[src/pkg/pla_params.svh]
// Constants for the logic array programmer controller
// Notes on behaviour
// [RULE_01] No term satisfied: every output sits at its inactive level.
// [RULE_02] One term satisfied: outputs summing it go active, others stay inactive.
// [RULE_03] Several terms satisfied: output active if any summed term is satisfied.
// [RULE_04] Each of 48 terms ANDs chosen true or complement of 14 inputs.
// [RULE_05] Neither element programmed: input does not influence the term.
// [RULE_06] Only complement element programmed: term needs the input low.
// [RULE_07] Only true element programmed: term needs the input high.
// [RULE_08] Both elements programmed: term never satisfied.
// [RULE_09] Eight polarity elements, one per output.
// [RULE_10] Unprogrammed polarity means active low; programmed means active high.
// [RULE_11] Unprogrammed summing element isolates the term from that output.
// [RULE_12] Elements only go from unprogrammed to programmed, never back.
// [RULE_13] A term may later be added to any output sum.
// [RULE_14] Polarity changes only from active low to active high.
// [RULE_15] Two designated inputs raised to enter programming mode first.
// [RULE_16] Array select input high picks summing array, ground picks term array.
// [RULE_17] Four outputs select sector: terms 0-15, 16-31, 32-47, polarity array.
// [RULE_18] Nine inputs address one element within the sector.
// [RULE_19] After each pulse sense element; repeat pulses until it reads programmed. Code stops and sets fail once pcount_r reaches maxpulse_r.
// [RULE_20] Finally rescan all elements then apply every input combination.
// [RULE_21] Two further inputs enable pre-programming test functions.
// [RULE_22] Model arrays 48x28 AND, 48x8 OR, 8-bit polarity, zero unprogrammed.
`ifndef PLA_PARAMS_SVH
`define PLA_PARAMS_SVH
`define OFF_CTRL       12'h000
`define OFF_STATUS     12'h004
`define OFF_ADDR       12'h008
`define OFF_VECTOR     12'h00C
`define OFF_EXPECT     12'h010
`define OFF_RESULT     12'h014
`define OFF_MAXPULSE   12'h018
`define CTRL_GO_BIT    0
`define CTRL_VERIFY_BIT 1
`define CTRL_TEST_BIT  2
`define CTRL_TSEL_LSB  3
`define ADDR_ELEM_LSB  0
`define ADDR_SECT_LSB  9
`define ADDR_ARR_BIT   12
`define MAXPULSE_RST   8'h10
`define PULSE_NS       1000
`define PULSE_CYC      ((`PULSE_NS + 7) / 8)
`define NUM_TERMS      48
`define NUM_INPUTS     14
`define NUM_OUTPUTS    8
`define SECT_POL       2'h3
`endif

[src/pkg/pla_pkg.sv]
// Types for the logic array programmer controller
package pla_pkg;
    typedef enum logic [2:0] {
        ST_IDLE   = 3'b000,
        ST_ENTER  = 3'b001,
        ST_PULSE  = 3'b010,
        ST_SENSE  = 3'b011,
        ST_APPLY  = 3'b100,
        ST_CHECK  = 3'b101,
        ST_DONE   = 3'b110
    } state_t;
endpackage : pla_pkg

[src/pkg/pla_mem_if.sv]
// Record port of the sensed output memory
`timescale 1ns/1ps
interface pla_mem_if;
    logic        we;
    logic [5:0]  waddr;
    logic [7:0]  wdata;
    logic [5:0]  raddr;
    logic [7:0]  rdata;
    modport ctrl (output we, output waddr, output wdata, output raddr, input rdata);
    modport mem  (input we, input waddr, input wdata, input raddr, output rdata);
endinterface : pla_mem_if

[src/logic/pla_sense_mem.sv]
// Small record of sensed outputs per verify step, registered read
`timescale 1ns/1ps
module pla_sense_mem (
    // Clock
    input wire logic pclk,
    input wire logic pclk_en,
    // Access
    pla_mem_if.mem   port
);
    logic [7:0] mem_r [0:63];
    logic [7:0] rd_r;
    always_ff @(posedge pclk) begin
        if (pclk_en && port.we) begin
            mem_r[port.waddr] <= port.wdata;
        end
    end
    always_ff @(posedge pclk) begin
        if (pclk_en) begin
            rd_r <= mem_r[port.raddr];
        end
    end
    assign port.rdata = rd_r;
endmodule : pla_sense_mem

[src/logic/pla_programmer.sv]
// Programmer controller driving the logic array pins, APB slave for software
`timescale 1ns/1ps
`include "pla_params.svh"
module pla_programmer (
    // Clock and reset
    input  wire logic        pclk,
    input  wire logic        presetn,
    input  wire logic        pclk_en,
    // APB slave
    input  wire logic        psel,
    input  wire logic        penable,
    input  wire logic        pwrite,
    input  wire logic [11:0] paddr,
    input  wire logic [31:0] pwdata,
    output logic      [31:0] prdata,
    output logic             pready,
    output logic             pslverr,
    // Device pins
    output logic      [13:0] dev_in,
    output logic             prog_raise,
    output logic             test_raise,
    output logic      [3:0]  sector_drive,
    output logic             pulse_en,
    input  wire logic [7:0]  dev_out,
    input  wire logic        sense_prog
);
    pla_pkg::state_t state_r;
    logic [12:0] addr_r;
    logic [13:0] vec_r;
    logic [7:0]  expect_r;
    logic [7:0]  result_r;
    logic [7:0]  maxpulse_r;
    logic [7:0]  pcount_r;
    logic [7:0]  tcount_r;
    logic        busy_r;
    logic        ok_r;
    logic        fail_r;
    logic        verify_r;
    logic        test_r;
    logic [1:0]  tsel_r;
    logic        go_pls;
    logic [13:0] pin_nxt;
    logic [3:0]  sect_nxt;
    logic        wr_acc;
    logic        rd_acc;
    pla_mem_if   mport ();

    assign wr_acc = psel && penable && pwrite && pready;
    assign rd_acc = psel && !penable && !pwrite;
    assign go_pls = wr_acc && (paddr == `OFF_CTRL) && pwdata[`CTRL_GO_BIT] && !busy_r;

    pla_sense_mem mem_u (
        .pclk    (pclk),
        .pclk_en (pclk_en),
        .port    (mport.mem)
    );

    // Pins used for addressing in programming mode
    always_comb begin
        pin_nxt = 14'h0000;
        pin_nxt[3] = addr_r[`ADDR_ARR_BIT];                                  // [RULE_16] [RULE_13]
        pin_nxt[8:4] = addr_r[4:0];                                          // [RULE_18]
        pin_nxt[13:10] = addr_r[8:5];                                        // [RULE_18]
        sect_nxt = 4'h0;
        sect_nxt[addr_r[10:9]] = 1'b1;                                       // [RULE_17] [RULE_14]
    end

    // Software registers
    always_ff @(posedge pclk or negedge presetn) begin
        if (!presetn) begin
            addr_r     <= 13'h0000;
            vec_r      <= 14'h0000;
            expect_r   <= 8'h00;
            maxpulse_r <= `MAXPULSE_RST;
            verify_r   <= 1'b0;
            test_r     <= 1'b0;
            tsel_r     <= 2'h0;
        end else if (pclk_en && wr_acc && !busy_r) begin
            case (paddr)
                `OFF_CTRL: begin
                    verify_r <= pwdata[`CTRL_VERIFY_BIT];
                    test_r   <= pwdata[`CTRL_TEST_BIT];
                    tsel_r   <= pwdata[`CTRL_TSEL_LSB +: 2];
                end
                `OFF_ADDR:     addr_r     <= pwdata[12:0];
                `OFF_VECTOR:   vec_r      <= pwdata[13:0];
                `OFF_EXPECT:   expect_r   <= pwdata[7:0];
                `OFF_MAXPULSE: maxpulse_r <= pwdata[7:0];
                default: begin
                end
            endcase
        end
    end

    // APB answer: one wait-free access, read data registered in setup
    always_ff @(posedge pclk or negedge presetn) begin
        if (!presetn) begin
            prdata  <= 32'h0000_0000;
            pready  <= 1'b0;
            pslverr <= 1'b0;
        end else if (pclk_en) begin
            pready  <= psel && !penable;
            pslverr <= psel && !penable && (paddr > `OFF_MAXPULSE);
            if (rd_acc) begin
                case (paddr)
                    `OFF_CTRL:     prdata <= {27'h0, tsel_r, test_r, verify_r, 1'b0};
                    `OFF_STATUS:   prdata <= {16'h0, pcount_r, 5'h0, fail_r, ok_r, busy_r};
                    `OFF_ADDR:     prdata <= {19'h0, addr_r};
                    `OFF_VECTOR:   prdata <= {18'h0, vec_r};
                    `OFF_EXPECT:   prdata <= {24'h0, expect_r};
                    `OFF_RESULT:   prdata <= {16'h0, mport.rdata, result_r};
                    `OFF_MAXPULSE: prdata <= {24'h0, maxpulse_r};
                    default:       prdata <= 32'h0000_0000;
                endcase
            end
        end
    end

    // Sequencer: program one element or apply one verify vector
    always_ff @(posedge pclk or negedge presetn) begin
        if (!presetn) begin
            state_r  <= pla_pkg::ST_IDLE;
            pcount_r <= 8'h00;
            tcount_r <= 8'h00;
            busy_r   <= 1'b0;
            ok_r     <= 1'b0;
            fail_r   <= 1'b0;
            result_r <= 8'h00;
        end else if (pclk_en) begin
            case (state_r)
                pla_pkg::ST_IDLE: begin
                    if (go_pls) begin
                        busy_r   <= 1'b1;
                        ok_r     <= 1'b0;
                        fail_r   <= 1'b0;
                        pcount_r <= 8'h00;
                        tcount_r <= 8'h00;
                        // Mode bit from this same write, not the stale register
                        state_r  <= pwdata[`CTRL_VERIFY_BIT] ? pla_pkg::ST_APPLY
                                                              : pla_pkg::ST_ENTER;
                    end
                end
                pla_pkg::ST_ENTER: begin
                    state_r <= pla_pkg::ST_PULSE;                            // [RULE_15]
                end
                pla_pkg::ST_PULSE: begin
                    if (tcount_r == 8'(`PULSE_CYC - 1)) begin
                        tcount_r <= 8'h00;
                        pcount_r <= pcount_r + 8'h01;
                        state_r  <= pla_pkg::ST_SENSE;
                    end else begin
                        tcount_r <= tcount_r + 8'h01;
                    end
                end
                pla_pkg::ST_SENSE: begin
                    if (sense_prog) begin                                    // [RULE_19]
                        ok_r    <= 1'b1;
                        state_r <= pla_pkg::ST_DONE;
                    end else if (pcount_r >= maxpulse_r) begin
                        fail_r  <= 1'b1;
                        state_r <= pla_pkg::ST_DONE;
                    end else begin
                        state_r <= pla_pkg::ST_PULSE;                        // [RULE_19]
                    end
                end
                pla_pkg::ST_APPLY: begin
                    state_r <= pla_pkg::ST_CHECK;
                end
                pla_pkg::ST_CHECK: begin
                    result_r <= dev_out;                                     // [RULE_20]
                    ok_r     <= (dev_out == expect_r);
                    fail_r   <= (dev_out != expect_r);
                    state_r  <= pla_pkg::ST_DONE;
                end
                pla_pkg::ST_DONE: begin
                    busy_r  <= 1'b0;
                    state_r <= pla_pkg::ST_IDLE;
                end
                default: state_r <= pla_pkg::ST_IDLE;
            endcase
        end
    end

    // Pin drive
    always_ff @(posedge pclk or negedge presetn) begin
        if (!presetn) begin
            dev_in       <= 14'h0000;
            prog_raise   <= 1'b0;
            test_raise   <= 1'b0;
            sector_drive <= 4'h0;
            pulse_en     <= 1'b0;
        end else if (pclk_en) begin
            case (state_r)
                pla_pkg::ST_ENTER, pla_pkg::ST_PULSE, pla_pkg::ST_SENSE: begin
                    prog_raise   <= 1'b1;                                    // [RULE_15]
                    dev_in       <= pin_nxt;
                    sector_drive <= sect_nxt;                                // [RULE_17]
                    pulse_en     <= (state_r == pla_pkg::ST_PULSE) &&
                                    (tcount_r != 8'(`PULSE_CYC - 1));        // [RULE_12]
                end
                default: begin
                    prog_raise   <= 1'b0;
                    pulse_en     <= 1'b0;
                    sector_drive <= 4'h0;
                    test_raise   <= test_r;                                  // [RULE_21]
                    dev_in       <= test_r ? {11'h000, tsel_r, 1'b0} : vec_r; // [RULE_20]
                end
            endcase
        end
    end

    // Sensed results kept per low vector bits for later readback
    assign mport.we    = (state_r == pla_pkg::ST_CHECK);
    assign mport.waddr = vec_r[5:0];
    assign mport.wdata = dev_out;
    assign mport.raddr = vec_r[5:0];
endmodule : pla_programmer

[config.mk]
export PLATFORM = sky130hd
export DESIGN_NAME = pla_programmer
export DESIGN_NICKNAME = d
export VERILOG_FILES = /design/src/pkg/pla_pkg.sv /design/src/pkg/pla_mem_if.sv /design/src/logic/pla_sense_mem.sv /design/src/logic/pla_programmer.sv
export VERILOG_INCLUDE_DIRS = /design/src /design/src/pkg
export SDC_FILE = /design/constraint.sdc
export NUM_CORES = 1
export LEC_CHECK = 0
export BUFFER_PORTS_ARGS = -buffer_cell sky130_fd_sc_hd__clkbuf_2
export CORE_UTILIZATION = 45
export DETAILED_ROUTE_END_ITERATION = 6
export HOLD_SLACK_MARGIN = 0.03
export PLACE_DENSITY_LB_ADDON = 0.2
export SETUP_SLACK_MARGIN = 0.5
export SYNTH_ARGS = -nofsm -noshare
export SYNTH_HDL_FRONTEND = slang
export SYNTH_SLANG_ARGS = --single-unit
[constraint.sdc]
create_clock -name pclk -period 7.2 [get_ports pclk]
set_clock_uncertainty 0.15 [all_clocks]
set_input_delay 0.72 -clock pclk [delete_from_list [all_inputs] [get_ports pclk]]
set_output_delay 0.72 -clock pclk [all_outputs]
set_load 0.1 [all_outputs]
# Word-level counts from Yosys, hierarchy flattened

Memory sizes are Yosys's and may differ from the RTL's. A register that Yosys moved wholly into a read port is not among the register bits.
Index checks and enable logic that the tools add are counted.

$add $sub $neg: 2
Multiply operators: 0
Divide/modulo/power cells: 0
Magnitude comparators: 4
Equal/unequal tests: 21
Shifts and indexed selects: 0
Mux-type cells: 29
Bitwise gates (word level): 1
Reductions and logical operators: 37

Operators with widths:

| operator                                             | count |
|---|---|
| one-hot mux 16 bit (7 select lines)                  | 1 |
| equality test 12 x 5 -> 1 bit, second input constant | 3 |
| one-hot mux 8 bit (2 select lines)                   | 2 |
| 2-to-1 mux 14 bit                                    | 2 |
| equality test 12 x 4 -> 1 bit, second input constant | 2 |
| 2-to-1 mux 8 bit                                     | 3 |
| one-hot mux 3 bit (6 select lines)                   | 1 |
| adder 8 x 1 -> 8 bit, second input constant          | 2 |
| AND reduction 2 bit                                  | 8 |
| 2-to-1 mux 3 bit                                     | 5 |
| logical AND 1 bit                                    | 14 |
| equality test 12 x 3 -> 1 bit, second input constant | 1 |
| > comparator 12 x 5 -> 1 bit, second input constant  | 1 |
| logical NOT 12 bit                                   | 1 |
| 2-to-1 mux 1 bit                                     | 10 |
| != test 2 bit, second input constant                 | 5 |
| equality test 3 bit, second input constant           | 3 |
| AND reduction 3 bit                                  | 3 |
| equality test 8 x 7 -> 1 bit, second input constant  | 1 |
| equality test 8 bit                                  | 1 |
| greater-or-equal comparator 8 bit                    | 1 |
| != test 8 x 7 -> 1 bit, second input constant        | 1 |
| != test 8 bit                                        | 1 |
| AND reduction 4 bit                                  | 2 |
| other kinds (15)                                     | 20 |

Register bits: 132
Bits in latches: 0
RAM bits: 512
ROM bits: 0
Input bits: 59
Output and inout bits: 55
Word-level logic and storage cells: 117
Memories: 1

Memory list:

| memory      | words | width | rd ports | clocked after Yosys merged registers in | wr ports | RTL line            | source |
|---|---|---|---|---|---|---|---|
| mem_u.mem_r | 64    | 8     | 1        | 1                                       | 1        | pla_sense_mem.sv:10 | `logic [7:0] mem_r [0:63];` |

# Depth between registers and ports, before layout

Gate-level depths: netlist of the first run.

Depth in word-level cells: 8
Gate-level depth with buffers: 9
Depth with buffers taken out: 7

# Cells and area by module

Synthesis of the first run repeated with hierarchy kept, for this count alone.

Cells, all modules: 1491
Area total of the unflattened synthesis: 26263.9 um2

Modules (own cells, without submodules):

| module         | instances | cells an instance | area each (um2) | seq. area each (um2) |
|---|---|---|---|---|
| pla_sense_mem  | 1         | 906               | 20160.6         | 15615.0 |
| pla_programmer | 1         | 585               | 6103.4          | 2904.0 |

# Least setup slack after synthesis of the first run

Ideal clock, no wire load.

Path type: in2reg
Start point: input paddr[10]
End point: register vec_r[10]
Setup time: 0.125 ns
Arrival time: 2.703 ns
Required time: 6.925 ns
Slack: 4.223 ns
Stages on the path: 7
Buffers on the path: 3
Cells stage by stage: or4_4 -> buf_6 -> nor4_2 -> and3_1 -> buf_2 -> buf_2 -> mux2_2

Cells in the longest elaborated chain, start to end: 2

Ends and longest elaborated chain:

| what                          | RTL line             | source |
|---|---|---|
| from (decl)                   | pla_programmer.sv:13 | `input wire logic [11:0] paddr,` |
| equality test 12 x 4 -> 1 bit | pla_programmer.sv:79 | `case (paddr)` |
| AND reduction 2 bit (no line) | -                    |  |
| to (signal assigned)          | pla_programmer.sv:86 | `` `OFF_VECTOR: vec_r <= pwdata[13:0]; `` |
| to (decl)                     | pla_programmer.sv:29 | `logic [13:0] vec_r;` |

Every way passes these cells.
A chain may end at the register's enable or synchronous reset.

# Final worst setup path of the first run

Start point: register vec_r[0]
End point: memory mem_u.mem_r[51][4], enable pin

RTL lines:

| what      | RTL line |
|---|---|
| to (decl) | pla_sense_mem.sv:10 |

Straight into the memory's write port.

==> results of run 1 <==
==> cells by family (layout without fill, tap and decap cells) <==
kind of cell,count (synthesis),count (layout),share of synthesized area [%]
flops,636,636,70.56
other cells,1,17,0.01429
simple gates,346,346,6.598
mux,229,229,10.58
fa+ha+maj,11,11,0.5244
compound gates,322,322,9.078
xor+xnor,9,9,0.3004
buf+inv,135,255,2.336
==> routing by layer <==
layer / global-route usage, % / up-vias / part of all wire [%]
met2: 37.57 / 748 / 46
met1: 33.55 / 7999 / 42
met4: 8.456 / 2 / 3.3
li1: - / 6830 / -
met3: 4.913 / 140 / 8.6
met5: 0 / - / 0.018
==> worst paths after layout <==
path / from / endpoint / slack, ns / cells past startpoint
max reg2reg: vec_r[0]$_DFFE_PN0P_ / mem_u.mem_r[51][4]$_DFFE_PP_ / 2.96 / 3
min reg2reg: result_r[1]$_DFFE_PN0P_ / result_r[1]$_DFFE_PN0P_ / 0.33 / 2
max in group asynchronous: presetn / addr_r[3]$_DFFE_PN0P_ / 5.63 / 2
min: presetn / pulse_en$_DFFE_PN0P_ / 0.02 / 1
max: vec_r[0]$_DFFE_PN0P_ / mem_u.mem_r[51][4]$_DFFE_PP_ / 2.96 / 3
min in group pclk: pwdata[13] / vec_r[13]$_DFFE_PN0P_ / 0.20 / 2
==> flip-flops by register name, indices dropped and copies added, names as in the netlist, 13 cells and up <==
| register | flops |
|---|---|
| mem_u.mem_r | 512 |
| prdata | 16 |
| dev_in | 14 |
| vec_r | 14 |
| addr_r | 13 |
==> cell type report <==
cell class | instances | area, sq um
repair buffers | 112 | 658.1
fillers | 4850 | 28140
multi-input cells | 933 | 7208
clock inverters | 34 | 275.3
well taps | 765 | 957.2
diodes | 1 | 2.502
inverters | 20 | 75.07
clock buffers | 89 | 1853
flip-flops and latches | 636 | 18530
==> power by group <==
part / internal (W) / switching [W]
registers: 0.00401 / 0.0000353
logic: 0.0000581 / 0.000238
clock network: 0.00190 / 0.00146
total: 0.00597 / 0.00174
==> cell usage in the layout (no fill, tap or decap), types with 10 or more instances in the layout <==
master | synthesis | final
nand4_1 | 13 | 13
edfxtp_1 | 520 | 520
clkinv_2 | 0 | 11
clkinv_1 | 0 | 14
clkbuf_1 | 50 | 16
ha_1 | 11 | 11
o31ai_1 | 10 | 10
nand2b_1 | 10 | 10
o2bb2ai_1 | 11 | 11
and2_1 | 15 | 15
nand2_1 | 91 | 91
a22oi_1 | 43 | 43
clkbuf_2 | 0 | 78
a22o_1 | 21 | 21
buf_4 | 17 | 33
conb_1 | 1 | 16
and3_1 | 13 | 13
dfrtp_1 | 115 | 112
o22ai_1 | 24 | 24
mux4_2 | 31 | 31
clkbuf_16 | 0 | 70
mux2i_1 | 120 | 120
a221oi_1 | 29 | 29
a221o_1 | 18 | 18
nand3_1 | 28 | 28
a21oi_1 | 38 | 38
nor2_1 | 105 | 104
a222oi_1 | 15 | 15
o21ai_0 | 51 | 51
inv_1 | 18 | 18
mux2_2 | 78 | 78
==> worst register-to-register path: cells and delay by family, from the launching register on <==
family	cells	cell delay, ns
simple gates	3	2.71
flops	1	0.99
==> metrics by stage <==
step / area (sq um) / total power [W] / cells / hold slack [ns] / util, %
after floorplan: 26300 / 0.004296 / 1704 / 0.2744 / -
after global placement: 27430 / 0.004411 / 2466 / 0.3123 / 47.54
after detailed placement: 27430 / 0.004417 / 2466 / 0.3188 / 47.54
after CTS: 29560 / 0.007744 / 2589 / 0.03785 / 51.23
after global routing: 29560 / 0.007912 / 2589 / 0.06852 / 51.23
final: 29560 / 0.007707 / 2590 / 0.02085 / 51.23
==> flow_summary_export.csv, run 1 <==
group,metric,value,unit
outcome,outcome,"finished with violations",
outcome,violations,"DRC",
routing,drt_first_pass_iters,7,
placement,dp_hpwl,43870,um
clocking,cts.sinks,636,
routing,first_iter_violations,1792,
power_and_ir_drop,ir_worst_vdd,0.0002492,V
worst_setup_path,crit_slowest_cell,"dfrtp_4",
timing,finalCritPeriodShare,58.86,%
placement,gp_congestion,0.8572,
clocking,cts_buffer_depth,3,
yosys,synth_largest_area_cell,"edfxtp_1",
die,ioPinCount,114,
clocking,cts_hold_buf,0,
timing,rsz0062_at_grt,"false",
final_layout,areaGrowthSynthToFinish,12.63,%
worst_setup_path,cp.required,7.27,ns
worst_setup_path,path_class,"reg2reg",
global_routing,grt_use_total,24.07,%
yosys,synth_seq_area_share,70.56,%
worst_setup_path,arrival,4.31,ns
power_and_ir_drop,power.density,260.7,nW/um^2
clocking,cts-buffers-inserted,69,
die,rows,88,
worst_setup_path,crit_fanout,61,
global_routing,grt_pass1_vias,15470,
clocking,tritoncts,"built",
worst_setup_path,path_cells,"nor2b_4 -> nand3_1 -> nor2_1",
routing,ant_nets,0,
yosys,syn_area,26240,sq um
die,coreArea,57700,sq um
timing,fin_tns_setup,0,ns
die,die-area,59290,sq um
worst_setup_path,crit_buf_inv,0,
clocking,clkLatencyLatePin,0.64,ns
timing,fin_crit,4.238,ns
placement,place_ws,2.803,ns
run,max_cap_violations,0,
worst_setup_path,cpPeakStageDelay,0.99,ns
routing,drt-total-wl,70730,um
routing,vias,15720,
timing,relSlewSlack,29.86,%
routing,avgRoutedWirePerCell,27.31,um
yosys,synth_edf_count,520,
yosys,ys_ff_latch,636,
die,fp.dieW,243.5,um
yosys,synthTopCellsByArea,"edfxtp_1, dfrtp_1, mux2i_1",
yosys,postSynth.asyncResetShare,18.24,%
yosys,avgSynthCellArea,15.54,sq um
yosys,synthFlopType,"edfxtp_1",
timing,postLayoutSetupSlackWorst,2.962,ns
global_routing,overflow,0,
worst_setup_path,endpoint_kind,"flip-flop",
final_layout,drive_gt1_share,19.30,%
routing,via_per_inst,6.069,
clocking,ctsResizeCount,0,
timing,hold_viol_final,0,
global_routing,antenna_found_initial,2,
clocking,h-tree-depth,3,
timing,setup_viol,0,
clocking,post_cts_buffers,0,
yosys,syn_inst,1689,
global_routing,grt_max_degree,81,
die,initial_core_util,45.49,%
yosys,yosysWarnings,0,
global_routing,grt_pass1_wl,104600,um
power_and_ir_drop,leakagePower,10.95,nW
timing,worstMarginPinSlew,1.044,ns
yosys,synth.most_common_cell,"edfxtp_1",
die,die_h,243.5,um
worst_setup_path,critPathTopFamily,"simple AND/OR/NAND/NOR gates",
final_layout,nNetsFinal,1842,
min_path,hp-class,"in2async",
yosys,ys_types,77,
timing,slew_viol_final,0,
placement,port_buffers,79,
yosys,synth_top_area_share,59.50,%
yosys,synth.cells.most_frequent,"edfxtp_1, mux2i_1, dfrtp_1",
clocking,clkTransAtPathRegs,0.06,ns
worst_setup_path,start_kind,"flip-flop",
clocking,root_buffer,"clkbuf_16",
routing,drc_errors,2,
timing,fmax,0.2360,GHz
Power figures use the tool's default switching activity.
==> inputs of run 2 (changes only) <==
==> constraint.sdc (replaced) <==
create_clock -name pclk -period 4.1 [get_ports pclk]
set_clock_uncertainty 0.15 [all_clocks]
set_input_delay 0.41 -clock pclk [delete_from_list [all_inputs] [get_ports pclk]]
set_output_delay 0.41 -clock pclk [all_outputs]
set_load 0.1 [all_outputs]
==> flow_summary_export.csv, run 2 (same netlist as run 1, synthesis figures left out) <==
group,metric,value,unit
timing,relSlewSlack,8.463,%
timing,hold_viol_final,0,
timing,fmax,0.2938,GHz
die,die-area,59290,sq um
clocking,h-tree-depth,3,
final_layout,largestRegisters,"mem_u.mem_r x512, prdata x16",
power_and_ir_drop,power.density,444.3,nW/um^2
die,rows,88,
timing,fin_tns_setup,0,ns
placement,dp_hpwl,47370,um
final_layout,regMostFlops,"mem_u.mem_r",
global_routing,grt_pass1_wl,107100,um
clocking,clkLatencyLatePin,0.62,ns
die,die_h,243.5,um
clocking,clkTransAtPathRegs,0.06,ns
outcome,violations,"DRC",
outcome,outcome,"finished with violations",
timing,rsz0062_at_grt,"false",
final_layout,num_antenna_cells,0,
run,max_cap_violations,0,
final_layout,final_common_cell,"edfxtp_1",
final_layout,layout_common_cells,"edfxtp_1, buf_4, mux2i_1",
clocking,cts-buffers-inserted,68,
power_and_ir_drop,leakagePower,11.56,nW
placement,port_buffers,79,
timing,hold_ws,0.06153,ns
final_layout,final_area,30540,sq um
timing,worstMarginPinSlew,1.370,ns
clocking,root_buffer,"clkbuf_16",
routing,drc_errors,3,
die,ioPinCount,114,
global_routing,grt_pass1_vias,15870,
clocking,cts_buffer_depth,3,
final_layout,largest_reg_flops,512,
final_layout,fillers,4769,
routing,drt-total-wl,72480,um
routing,via_per_inst,6.007,
routing,ant_nets,0,
timing,slew_viol_final,0,
final_layout,nNetsFinal,1959,
power_and_ir_drop,finalPower,0.01357,W
placement,post_dp_cell_area,28210,sq um
min_path,hp-class,"in2reg",
routing,avgRoutedWirePerCell,26.77,um
clocking,tritoncts,"built",
routing,vias,16260,
worst_setup_path,start_kind,"flip-flop",
worst_setup_path,cp.required,4.27,ns
die,fp.dieW,243.5,um
worst_setup_path,path_class,"reg2reg",
timing,setup_viol,0,
routing,first_iter_violations,2024,
routing,drt_first_pass_iters,7,
worst_setup_path,arrival,3.57,ns
power_and_ir_drop,ir_worst_vdd,0.0004669,V
timing,finalCritPeriodShare,83.01,%
final_layout,areaGrowthSynthToFinish,16.36,%
clocking,cts.sinks,636,
global_routing,overflow,0,
timing,fin_crit,3.404,ns
worst_setup_path,crit_fanout,54,
global_routing,grt_max_degree,66,
final_layout,drive_gt1_share,23.22,%
die,initial_core_util,45.49,%
global_routing,antenna_found_initial,0,
placement,gp_congestion,0.9136,
global_routing,grt_use_total,24.63,%
worst_setup_path,endpoint_kind,"flip-flop",
die,coreArea,57700,sq um
==> run 2: cell type report <==
cell class / instances / area (sq um) / share of cell area, %
multi-input combinational: 933 / 7188 / 23.54
inverter: 20 / 75.07 / 0.2458
clock inverter: 36 / 314.1 / 1.028
sequential: 636 / 18530 / 60.68
timing repair buffer: 230 / 1639 / 5.367
clock buffer: 87 / 1834 / 6.006
tap: 765 / 957.2 / 3.134
==> run 2: worst paths after layout <==
kind / startpoint / end / slack [ns] / cells after the start
min in group asynchronous: presetn / sector_drive[2]$_DFFE_PN0P_ / 0.30 / 2
worst max register to register: vec_r[2]$_DFFE_PN0P_ / mem_u.port.rdata[6]$_DFFE_PP_ / 0.70 / 6
worst max-delay path: vec_r[2]$_DFFE_PN0P_ / mem_u.port.rdata[6]$_DFFE_PP_ / 0.70 / 6
max in group asynchronous: presetn / maxpulse_r[3]$_DFFE_PN0P_ / 2.73 / 3
worst min register to register: result_r[4]$_DFFE_PN0P_ / result_r[4]$_DFFE_PN0P_ / 0.33 / 2
worst min-delay path: sense_prog / state_r[2]$_DFFE_PN0P_ / 0.06 / 3
==> run 2: metal layers <==
metal | part of all wire, % | GRT usage, % | vias to the layer above
met1 | 41 | 33.76 | 8275
met4 | 3.9 | 9.283 | 0
met5 | 0 | 0 | -
met2 | 47 | 39.40 | 758
li1 | - | - | 7059
met3 | 7.4 | 4.263 | 168
==> run 2: where the power goes <==
part | total [W] | leakage, nW | internal, W | switching, W
Combinational | 0.000553 | 4.26 | 0.000117 | 0.000436
Sequential | 0.00709 | 6.24 | 0.00704 | 0.0000479
Clock | 0.00593 | 1.05 | 0.00338 | 0.00255
==> run 2: repair_timing <==
item | 4_1_cts | 5_1_grt
hold buffers | 18 | 0
endpoints found under the hold margin | 106 | 0
buffers inserted | 0 | 0
resized for setup | 0 | 0
==> run 2: critical path: stages, from the launching register on <==
cell	delay [ns]
dfrtp_4	0.64
buf_12	0.35
nor2_1	0.36
a22o_1	0.33
a222oi_1	0.50
o22ai_1	0.13
or4b_1	0.62
==> run 2: metrics by stage <==
step / setup WS, ns / instances / utilization (%)
final: 0.6964 / 2707 / 52.93
after global routing: 0.6841 / 2707 / 52.93
after CTS: 0.6962 / 2707 / 52.93
after detailed placement: 0.7331 / 2566 / 48.89
after global placement: 0.7546 / 2566 / 48.89
after floorplan: 1.298 / 1704 / -
